`config.mk`:
```
export PLATFORM = sky130hd
export DESIGN_NAME = aolu_unit
export DESIGN_NICKNAME = d
export VERILOG_FILES = /design/src/design/aolu_stack.v /design/src/design/aolu_unit.v
export VERILOG_INCLUDE_DIRS = /design/src /design/src/design
export SDC_FILE = /design/constraint.sdc
export NUM_CORES = 1
export LEC_CHECK = 0
export BUFFER_PORTS_ARGS = -buffer_cell sky130_fd_sc_hd__buf_4
export CAP_MARGIN = 20
export CORE_MARGIN = 10
export CORE_UTILIZATION = 50
export DETAILED_ROUTE_END_ITERATION = 8
export GPL_TIMING_DRIVEN = 0
export PLACE_DENSITY = 0.7
export SYNTH_ARGS = -nofsm -noshare
export SYNTH_HDL_FRONTEND = slang
export SYNTH_SLANG_ARGS = --single-unit
```
`constraint.sdc`:
```
create_clock -name MCLK -period 3.8 [get_ports MCLK]
set_input_delay 0.76 -clock MCLK [delete_from_list [all_inputs] [get_ports MCLK]]
set_output_delay 0.76 -clock MCLK [all_outputs]
set_load 0.05 [all_outputs]
```
`src/design/aolu_defs.vh`:
```
// constants shared by the accumulator logic unit and its stack
`ifndef AOLU_DEFS_VH
`define AOLU_DEFS_VH

// data widths
`define AOLU_ACC_W              32
`define AOLU_HALF_W             16
`define AOLU_OPC_W              4
`define AOLU_CNT_W              6
`define AOLU_LVL_W              4

// accumulator stack depth, a plain default
`define AOLU_STACK_DEPTH        8

// legal bit-run length
`define AOLU_RUN_MIN            6'h01
`define AOLU_RUN_MAX            6'h20

// operation codes
`define AOLU_NOP_OP             4'h0
`define AOLU_LOAD_OP            4'h1
`define AOLU_PUSH_OP            4'h2
`define AOLU_OR_WORD_OP         4'h3
`define AOLU_OR_DOUBLE_WORD_OP  4'h4
`define AOLU_OR_BIT_RUN_OP      4'h5
`define AOLU_OR_STACK_OP        4'h6
`define AOLU_XOR_WORD_OP        4'h7
`define AOLU_XOR_DOUBLE_WORD_OP 4'h8
`define AOLU_XOR_BIT_RUN_OP     4'h9
`define AOLU_XOR_STACK_OP       4'hA

// reset values
`define AOLU_ACC_RST            32'h00000000
`define AOLU_LVL_RST            4'h0

`endif

```
`src/design/aolu_stack.v`:
```
// accumulator stack: top entry and depth come straight from registers
`timescale 1ns/1ps
`include "aolu_defs.vh"

module aolu_stack (
   // clock and reset
   input  wire                     clk,
   input  wire                     rst_n,
   // control
   input  wire                     push,
   input  wire                     pop,
   input  wire [`AOLU_ACC_W-1:0]   push_data,
   // state
   output wire [`AOLU_ACC_W-1:0]   top_data,
   output wire [`AOLU_LVL_W-1:0]   level
);

   reg  [`AOLU_ACC_W-1:0] entry_reg [0:`AOLU_STACK_DEPTH-1];
   reg  [`AOLU_LVL_W-1:0] level_reg;
   integer                i;

   assign top_data = entry_reg[0];
   assign level    = level_reg;

   // a push onto a full stack drops the bottom entry, as a shift stack must
   always @(posedge clk or negedge rst_n) begin
      if (!rst_n) begin
         for (i = 0; i < `AOLU_STACK_DEPTH; i = i + 1) begin
            entry_reg[i] <= `AOLU_ACC_RST;
         end
         level_reg <= `AOLU_LVL_RST;
      end else if (push) begin
         entry_reg[0] <= push_data;
         for (i = 1; i < `AOLU_STACK_DEPTH; i = i + 1) begin
            entry_reg[i] <= entry_reg[i-1];
         end
         if (level_reg != `AOLU_STACK_DEPTH) begin
            level_reg <= level_reg + 4'h1;
         end
      end else if (pop) begin
         for (i = 0; i < `AOLU_STACK_DEPTH - 1; i = i + 1) begin
            entry_reg[i] <= entry_reg[i+1];
         end
         entry_reg[`AOLU_STACK_DEPTH-1] <= `AOLU_ACC_RST;
         if (level_reg != `AOLU_LVL_RST) begin
            level_reg <= level_reg - 4'h1;
         end
      end
   end

endmodule

```
`src/design/aolu_unit.v`:
```
// accumulator inclusive-or / exclusive-or logic unit with result flags
//
// Behaviour
// - double-word or: full 32-bit accumulator ORed with 32-bit operand, result kept
// - bit-run or: accumulator ORed with a run of 1 to 32 bits
// - stack or: accumulator ORed with top stack entry, result kept
// - stack operations pop the top entry, remaining entries move up one level
// - single-word xor: low 16 accumulator bits XORed, only zero flag reported
// - double-word xor: full accumulator XORed with 32-bit operand, result kept
// - bit-run xor: accumulator XORed with a run of 1 to 32 bits
// - zero flag set when the result is zero, cleared otherwise
// - double, bit-run and stack operations update the negative flag
// - negative means the most significant result bit is one
// - a flag changes only on operations that drive it
`timescale 1ns/1ps
`include "aolu_defs.vh"

module aolu_unit (
   // clock and reset
   input  wire                     MCLK,
   input  wire                     NRST,
   // request from the sequencer
   input  wire                     OP_VALID,
   input  wire [`AOLU_OPC_W-1:0]   OP_CODE,
   input  wire [`AOLU_ACC_W-1:0]   OPERAND,
   input  wire [`AOLU_CNT_W-1:0]   BIT_COUNT,
   // accumulator and stack state
   output wire [`AOLU_ACC_W-1:0]   ACC,
   output wire [`AOLU_LVL_W-1:0]   STACK_LEVEL,
   // result flags
   output wire                     ZERO_RESULT_FLAG,
   output wire                     NEGATIVE_RESULT_FLAG,
   // completion
   output wire                     OP_DONE,
   output wire                     OP_ERROR
);

   // kinds of operand, one-hot
   localparam [3:0] KIND_WORD   = 4'h1;
   localparam [3:0] KIND_DOUBLE = 4'h2;
   localparam [3:0] KIND_RUN    = 4'h4;
   localparam [3:0] KIND_STACK  = 4'h8;

   reg  [`AOLU_ACC_W-1:0]  acc_reg;
   reg  [`AOLU_ACC_W-1:0]  acc_next;
   reg                     zero_reg;
   reg                     zero_next;
   reg                     neg_reg;
   reg                     neg_next;
   reg                     done_reg;
   reg                     done_next;
   reg                     err_reg;
   reg                     err_next;

   reg  [3:0]              kind;
   reg                     is_xor;
   reg                     is_logic;
   reg                     is_load;
   reg                     is_push;
   reg  [`AOLU_ACC_W-1:0]  run_mask;
   reg  [`AOLU_ACC_W-1:0]  operand_eff;
   reg  [`AOLU_ACC_W-1:0]  logic_res;
   reg                     bad_op;
   reg                     stack_pop;
   reg                     stack_push;
   integer                 i;

   wire [`AOLU_ACC_W-1:0]  stack_top;
   wire [`AOLU_LVL_W-1:0]  stack_level;
   wire                    stack_empty;
   wire                    run_ok;

   assign stack_empty = (stack_level == `AOLU_LVL_RST);
   assign run_ok      = (BIT_COUNT >= `AOLU_RUN_MIN) && (BIT_COUNT <= `AOLU_RUN_MAX);

   // opcode decode
   always @* begin
      kind     = 4'h0;
      is_xor   = 1'b0;
      is_logic = 1'b1;
      is_load  = 1'b0;
      is_push  = 1'b0;
      case (OP_CODE)
         `AOLU_OR_WORD_OP: begin
            kind = KIND_WORD;
         end
         `AOLU_OR_DOUBLE_WORD_OP: begin
            kind = KIND_DOUBLE;
         end
         `AOLU_OR_BIT_RUN_OP: begin
            kind = KIND_RUN;
         end
         `AOLU_OR_STACK_OP: begin
            kind = KIND_STACK;
         end
         `AOLU_XOR_WORD_OP: begin
            kind   = KIND_WORD;
            is_xor = 1'b1;
         end
         `AOLU_XOR_DOUBLE_WORD_OP: begin
            kind   = KIND_DOUBLE;
            is_xor = 1'b1;
         end
         `AOLU_XOR_BIT_RUN_OP: begin
            kind   = KIND_RUN;
            is_xor = 1'b1;
         end
         `AOLU_XOR_STACK_OP: begin
            kind   = KIND_STACK;
            is_xor = 1'b1;
         end
         `AOLU_LOAD_OP: begin
            is_logic = 1'b0;
            is_load  = 1'b1;
         end
         `AOLU_PUSH_OP: begin
            is_logic = 1'b0;
            is_push  = 1'b1;
         end
         default: begin
            is_logic = 1'b0;
         end
      endcase
   end

   // bit-run mask; the sequencer already zero-extends, the mask guards a sloppy run
   always @* begin
      run_mask = `AOLU_ACC_RST;
      for (i = 0; i < `AOLU_ACC_W; i = i + 1) begin
         run_mask[i] = (i[`AOLU_CNT_W-1:0] < BIT_COUNT);
      end
   end

   // operand select and the logic itself
   always @* begin
      case (kind)
         KIND_WORD: begin
            operand_eff = {{`AOLU_HALF_W{1'b0}}, OPERAND[`AOLU_HALF_W-1:0]};
         end
         KIND_DOUBLE: begin
            operand_eff = OPERAND;
         end
         KIND_RUN: begin
            operand_eff = OPERAND & run_mask;
         end
         KIND_STACK: begin
            operand_eff = stack_top;
         end
         default: begin
            operand_eff = OPERAND;
         end
      endcase
      if (is_xor) begin
         logic_res = acc_reg ^ operand_eff;
      end else begin
         logic_res = acc_reg | operand_eff;
      end
   end

   // next state; a refused request changes nothing and only pulses the error
   always @* begin
      acc_next   = acc_reg;
      zero_next  = zero_reg;
      neg_next   = neg_reg;
      done_next  = 1'b0;
      err_next   = 1'b0;
      stack_pop  = 1'b0;
      stack_push = 1'b0;
      bad_op     = 1'b0;
      if (OP_VALID) begin
         if (is_logic && (kind == KIND_RUN) && !run_ok) begin
            bad_op = 1'b1;
         end
         if (is_logic && (kind == KIND_STACK) && stack_empty) begin
            bad_op = 1'b1;
         end
         if (!is_logic && !is_load && !is_push && (OP_CODE != `AOLU_NOP_OP)) begin
            bad_op = 1'b1;
         end
         if (bad_op) begin
            err_next = 1'b1;
         end else if (is_load) begin
            acc_next  = OPERAND;
            done_next = 1'b1;
         end else if (is_push) begin
            stack_push = 1'b1;
            done_next  = 1'b1;
         end else if (is_logic && (kind == KIND_WORD)) begin
            // upper half kept; negative flag untouched by 16-bit forms
            acc_next  = {acc_reg[`AOLU_ACC_W-1:`AOLU_HALF_W],
                         logic_res[`AOLU_HALF_W-1:0]};
            zero_next = (logic_res[`AOLU_HALF_W-1:0] == 16'h0000);
            done_next = 1'b1;
         end else if (is_logic) begin
            acc_next  = logic_res;
            zero_next = (logic_res == 32'h00000000);
            neg_next  = logic_res[`AOLU_ACC_W-1];
            stack_pop = (kind == KIND_STACK);
            done_next = 1'b1;
         end else begin
            done_next = 1'b1;
         end
      end
   end

   // registers; load and push leave both flags alone
   always @(posedge MCLK or negedge NRST) begin
      if (!NRST) begin
         acc_reg  <= `AOLU_ACC_RST;
         zero_reg <= 1'b0;
         neg_reg  <= 1'b0;
         done_reg <= 1'b0;
         err_reg  <= 1'b0;
      end else begin
         acc_reg  <= acc_next;
         zero_reg <= zero_next;
         neg_reg  <= neg_next;
         done_reg <= done_next;
         err_reg  <= err_next;
      end
   end

   aolu_stack u_stack (
      .clk       (MCLK),
      .rst_n     (NRST),
      .push      (stack_push),
      .pop       (stack_pop),
      .push_data (acc_reg),
      .top_data  (stack_top),
      .level     (stack_level)
   );

   assign ACC                  = acc_reg;
   assign STACK_LEVEL          = stack_level;
   assign ZERO_RESULT_FLAG     = zero_reg;
   assign NEGATIVE_RESULT_FLAG = neg_reg;
   assign OP_DONE              = done_reg;
   assign OP_ERROR             = err_reg;

endmodule

```
[Word level (Yosys, flattened, before mapping)]
Cells that the tools add are included.
Word-level totals
  output and inout bits: 40
  register bits after elaboration: 296
  input port bits: 45
Operators by class
  bitwise operators: 7
  mux-type cells: 37
  $lt $le $gt $ge: 34
  reduce and logical (&&, ||, !) cells: 34
  equality and inequality tests: 17
  add/subtract/negate cells: 2
Operators by type and width (number)
  256-bit 2-to-1 mux: 2
  32-bit 2-to-1 mux: 5
  5-bit by 6-bit less-than comparator with 1-bit output (first input constant): 16
  32-bit one-hot mux with 3 select lines: 1
  4-bit by 6-bit less-than comparator with 1-bit output (first input constant): 8
  32-bit AND: 1
  32-bit zero test: 1
  32-bit bitwise OR: 1
  32-bit bitwise XOR: 1
  3-bit by 6-bit less-than comparator with 1-bit output (first input constant): 4
  1-bit 2-to-1 mux: 24
  4-bit by 3-bit equality test with 1-bit output (second input constant): 5
  4-bit equality test (second input constant): 4
  16-bit zero test: 1
  4-bit 2-to-1 mux: 4
  4-bit one-hot mux with 4 select lines: 1
  1-bit by 6-bit less-than comparator with 1-bit output (first input constant): 2
  2-bit by 6-bit less-than comparator with 1-bit output (first input constant): 2
  5-bit AND reduction: 2
  1-bit logical AND: 9
  4-bit by 1-bit equality test with 1-bit output (second input constant): 2
  4-bit by 2-bit equality test with 1-bit output (second input constant): 2
  2-bit nonzero test: 4
  4-bit nonzero test: 2
  other kinds (17): 27

[Depth between registers and ports, before layout]
  depth in word-level cells: 14
  mapped depth: 17

[By module]
Synthesis repeated with hierarchy kept, for this count alone.
Unflattened totals
  cell total of the unflattened synthesis: 1668
  area, all modules: 16144.2 µm²
Modules (own cells, without submodules)
  aolu_stack: times used 1, cells an instance 1164, area an instance 12196.7 µm²
  aolu_unit: times used 1, cells an instance 504, area an instance 3947.5 µm²

[Least setup slack after synthesis]
OpenSTA, ideal clock, no wires.
  kind: input to register
  from: in OP_CODE[0]
  to: reg zero_reg, in the netlist ZERO_RESULT_FLAG
  data arrival time: 3618 ps
  library setup time: 95 ps
  setup slack: 86 ps
  data required time: 3705 ps
  stages on the path: 15
  path through: buf_2 > a21oi_1 > xnor2_1 > o21a_1 > nand3_1 > or3b_2 > a32oi_1 > ha_1 > inv_1 > o31ai_1 > a221oi_1 > nand4_1 > nor4_1 > nor2_1 > o31ai_1
On the way
  longest elaborated chain between the ends: 12
  elaborated cells on any way between the ends: 53
Ends and longest elaborated chain
  start: declaration: line aolu_unit.v:24  | input wire [`AOLU_OPC_W-1:0] OP_CODE,
  parallel branches: the longest is 12 deep, another holds 32-bit one-hot mux with 3 select lines
  end signal: assignment: line aolu_unit.v:216  | zero_reg <= zero_next;
  end: declaration: line aolu_unit.v:46  | reg zero_reg;
Several ways; the timed one is not identified. The select of a mux whose other input is x is not followed.
A chain may end at the register's enable or synchronous reset.

[Worst setup path after layout]
  from: in BIT_COUNT[3]
  to: reg zero_reg, in the netlist ZERO_RESULT_FLAG
On the way
  longest elaborated chain between the ends: 10
  elaborated cells on any way between the ends: 52
Ends and longest elaborated chain
  start: declaration: line aolu_unit.v:26  | input wire [`AOLU_CNT_W-1:0] BIT_COUNT,
  parallel branches: the longest is 10 deep, another holds 1-bit by 6-bit less-than comparator with 1-bit output
Several ways; the timed one is not identified. The select of a mux whose other input is x is not followed.

==> metrics.md <==
| Metric | Value |
|---|---|
| Outcome | completed |
| Maximum vdd ir drop | 0.558 mV |
| Clock buffer count from CTS | 34 |
| Total global-route track usage | 25.3% |
| Reg2Reg Capture Point | u_stack.level[3] |
| Number of different library cells in the post-synthesis netlist | 56 |
| CTS tree | built |
| Placed wire-length estimate after detailed placement | 37.6 mm |
| Port bufs | 81 |
| # rows | 64 |
| Count of boundary I/O pins | 85 |
| Final setup skew | 0.0240 ns |
| Biggest area contributors in the synthesized netlist | dfrtp_1 48%, nand2_1 11%, a31oi_1 7.8% |
| Pre-CTS worst setup slack | -0.887 ns |
| Power Density | 717 mW/mm^2 |
| DRC violations left | 0 |
| Number of inserted diodes | 0 |
| Class of the most critical hold timing path | in2async |
| Number of detailed-route iterations in the first pass | 6 |
| Final estimated routing congestion in global placement | 0.938 |
| Post-synth top cells | 448 x nand2_1, 309 x nor2_1, 296 x dfrtp_1 |
| Start point of the critical path | BIT_COUNT[3] |
| Post-synthesis average cell area | 8.18 um^2 |
| Number of antenna violations at the first check in global routing | 0 |
| Global-route wire length before repair | 78.7 mm |
| Most common flop cell mapped by yosys | dfrtp_1 |
| Worst setup slack for register-to-register paths | 0.25 ns |
| Worst-margin pin slew | 1.04 ns |
| Routed WL per cell | 20.5 um |
| Via-to-Cell Ratio | 5.88 |
| Critical R2R Launch | u_stack.level[1] |
| Final cycle utilization of the critical path | 97.6% |
| Filler cell count | 2805 |
| Core Region | 0.0304 mm^2 |
| Number of setup violations in the final report | 0 |
| Die height | 195 um |
| MaxCap Viol Count | 0 |
| Leakage power | 7.99 nW |
| Data required time of the critical path | 4.22 ns |
| Class of the most critical setup path | in2reg |
| Number of flip-flops under the largest register name | 224 |
| Number of warnings issued by yosys | 0 |
| Number of enable-type register cells in the synthesized netlist | 0 |
| FF-to-FF path depth | 14 |
| Placed Instance Area | 0.0165 mm^2 |
| Clk Tree Root Cell | clkbuf_16 |
| Maximum net fanout on the critical path | 10 |
| Critical Path Sink Type | flop |
| Cell count after synthesis | 1879 |
| Global route overflow | 0 |
| Pin count of the biggest net entering global routing | 112 |
| Setup TNS | 0 ns |
| Dominant cell by count in the synthesized netlist | nand2_1 |
| Crit path DAT | 4.13 ns |
| Initial cell density of the core | 50.5% |
| Fraction of the yosys area taken by sequential cells | 48.2% |
| Routed Wire Length | 49.6 mm |
| Achievable clock frequency | 270 MHz |
| Post-synthesis sequential element count | 296 |
| Worst path setup slack after routing | 0.0896 ns |
| Synth top area share | 48.2% |
| Synthesized net count | 1959 |
| Clock Latency Late Sink | 0.52 ns |
| Routed vias | 14219 |
| Final ANT Viol Nets | 0 |
| Vias in the first global route | 14026 |
| Post-synth design cell area | 0.0154 mm^2 |
| Maximum level of the CTS H-tree | 2 |
| Overall die area | 0.0381 mm^2 |
| Total count of max-transition violations in the final report | 0 |
| Worst-case clock buffer depth | 3 |
| Detailed Route Iter0 Violations | 1394 |
| Horiz. Die Dim | 195 um |
| Critical path launch point type | input port |
| Cell type with the highest aggregate area in the netlist | dfrtp_1 |
| Total number of nets in the final design | 2079 |
| Layout cell share with drive strength beyond 1 | 11.5% |
| Clock sinks | 296 |
| Synth-to-layout area growth | 16.5% |
| Crit path time final | 3.71 ns |
| Post-route cell area | 0.0179 mm^2 |
| Hold Violations, Final | 0 |
| Max transition margin | 29.9% |
| Clock input transition at the sequential cells of the worst setup and hold paths | 0.06 ns |
| Share of synthesized flip-flops with an asynchronous set or reset | 100% |
[report_power, final]
| part | switching [mW] | internal, mW |
|---|---|---|
| clock | 1.33 | 2.05 |
| sequential | 1.32 | 4.45 |
| combinational | 2.18 | 1.50 |
[worst max-delay path by stage]
stage / depth (start not counted) / end / slack [ns]
finish: 14 / ZERO_RESULT_FLAG / 0.09
global route: 14 / ZERO_RESULT_FLAG / -0.0004
CTS: 16 / u_stack.level[3] / 0.007
detailed placement: 16 / ZERO_RESULT_FLAG / -0.89
global placement: 17 / ZERO_RESULT_FLAG / -0.90
floorplan: 15 / ZERO_RESULT_FLAG / 0.09
[repair_timing]
item,4_1_cts,5_1_grt
cloned,0,0
setup endpoints to repair,1,2
setup buffers,0,2
resized for setup,11,34
hold buffers,0,0
pin swaps,1,5
[worst max-delay path, stage by stage]
cell      delay, ns
buf_4          0.12
clkbuf_1       0.21
nor2b_1        0.43
nand2_1        0.18
a21oi_1        0.14
o21ai_0        0.09
a22oi_1        0.28
ha_1           0.31
nand3_1        0.08
o21ai_0        0.08
a221oi_1       0.44
nand4_1        0.17
or4_1          0.62
o31ai_2        0.20
[routing by layer]
metal  wire length [um]  share of wire, %  GRT usage, %  vias up
li1                   -                 -             -     6789
met1              21700                44          33.5     6786
met2              23300                47          42.1      547
met3               3170               6.4          3.58       97
met4               1380               2.8          7.64        0
met5                  0                 0             0        -
[through the flow]
step                      hold WS, ns  power [mW]  util [%]  instances
after CTS                       0.318        12.8      58.3       2416
after global routing            0.324        13.6      58.8       2417
final                           0.264        12.8      58.8       2417
after floorplan                 0.464        8.02         -       1879
after detailed placement        0.482        9.35      54.3       2358
after global placement          0.471        9.18      54.1       2356
[layout make-up]
cell class | count | area, um^2 | area share, %
clock buffers | 47 | 1000 | 5.59
multi-input cells | 1380 | 7220 | 40.4
plain buffers | 151 | 719 | 4.02
flip-flops and latches | 296 | 7410 | 41.4
repair buffers | 86 | 693 | 3.87
inverters | 50 | 188 | 1.05
well taps | 396 | 495 | 2.77
clock inverters | 11 | 166 | 0.930
[logic make-up (layout without fill, tap and decap cells)]
group / count (synthesis) / after routing / share of synthesized area, %
xor+xnor: 5 / 5 / 0.334
simple gates: 844 / 844 / 21.8
fa+ha+maj: 35 / 35 / 2.90
buf+inv: 203 / 345 / 5.89
mux: 1 / 1 / 0.0652
compound gates: 495 / 495 / 20.8
flops: 296 / 296 / 48.2
[placed cells by master (no fill, tap or decap), types with 36 or more instances in the layout]
master,count
nand2_1,448
nor2_1,307
dfrtp_1,296
a31oi_1,192
clkbuf_1,95
buf_4,84
o21ai_0,73
inv_1,49
a21oi_1,45
o22ai_1,42
buf_2,36
Note: power is estimated with default switching activity, not from simulation.
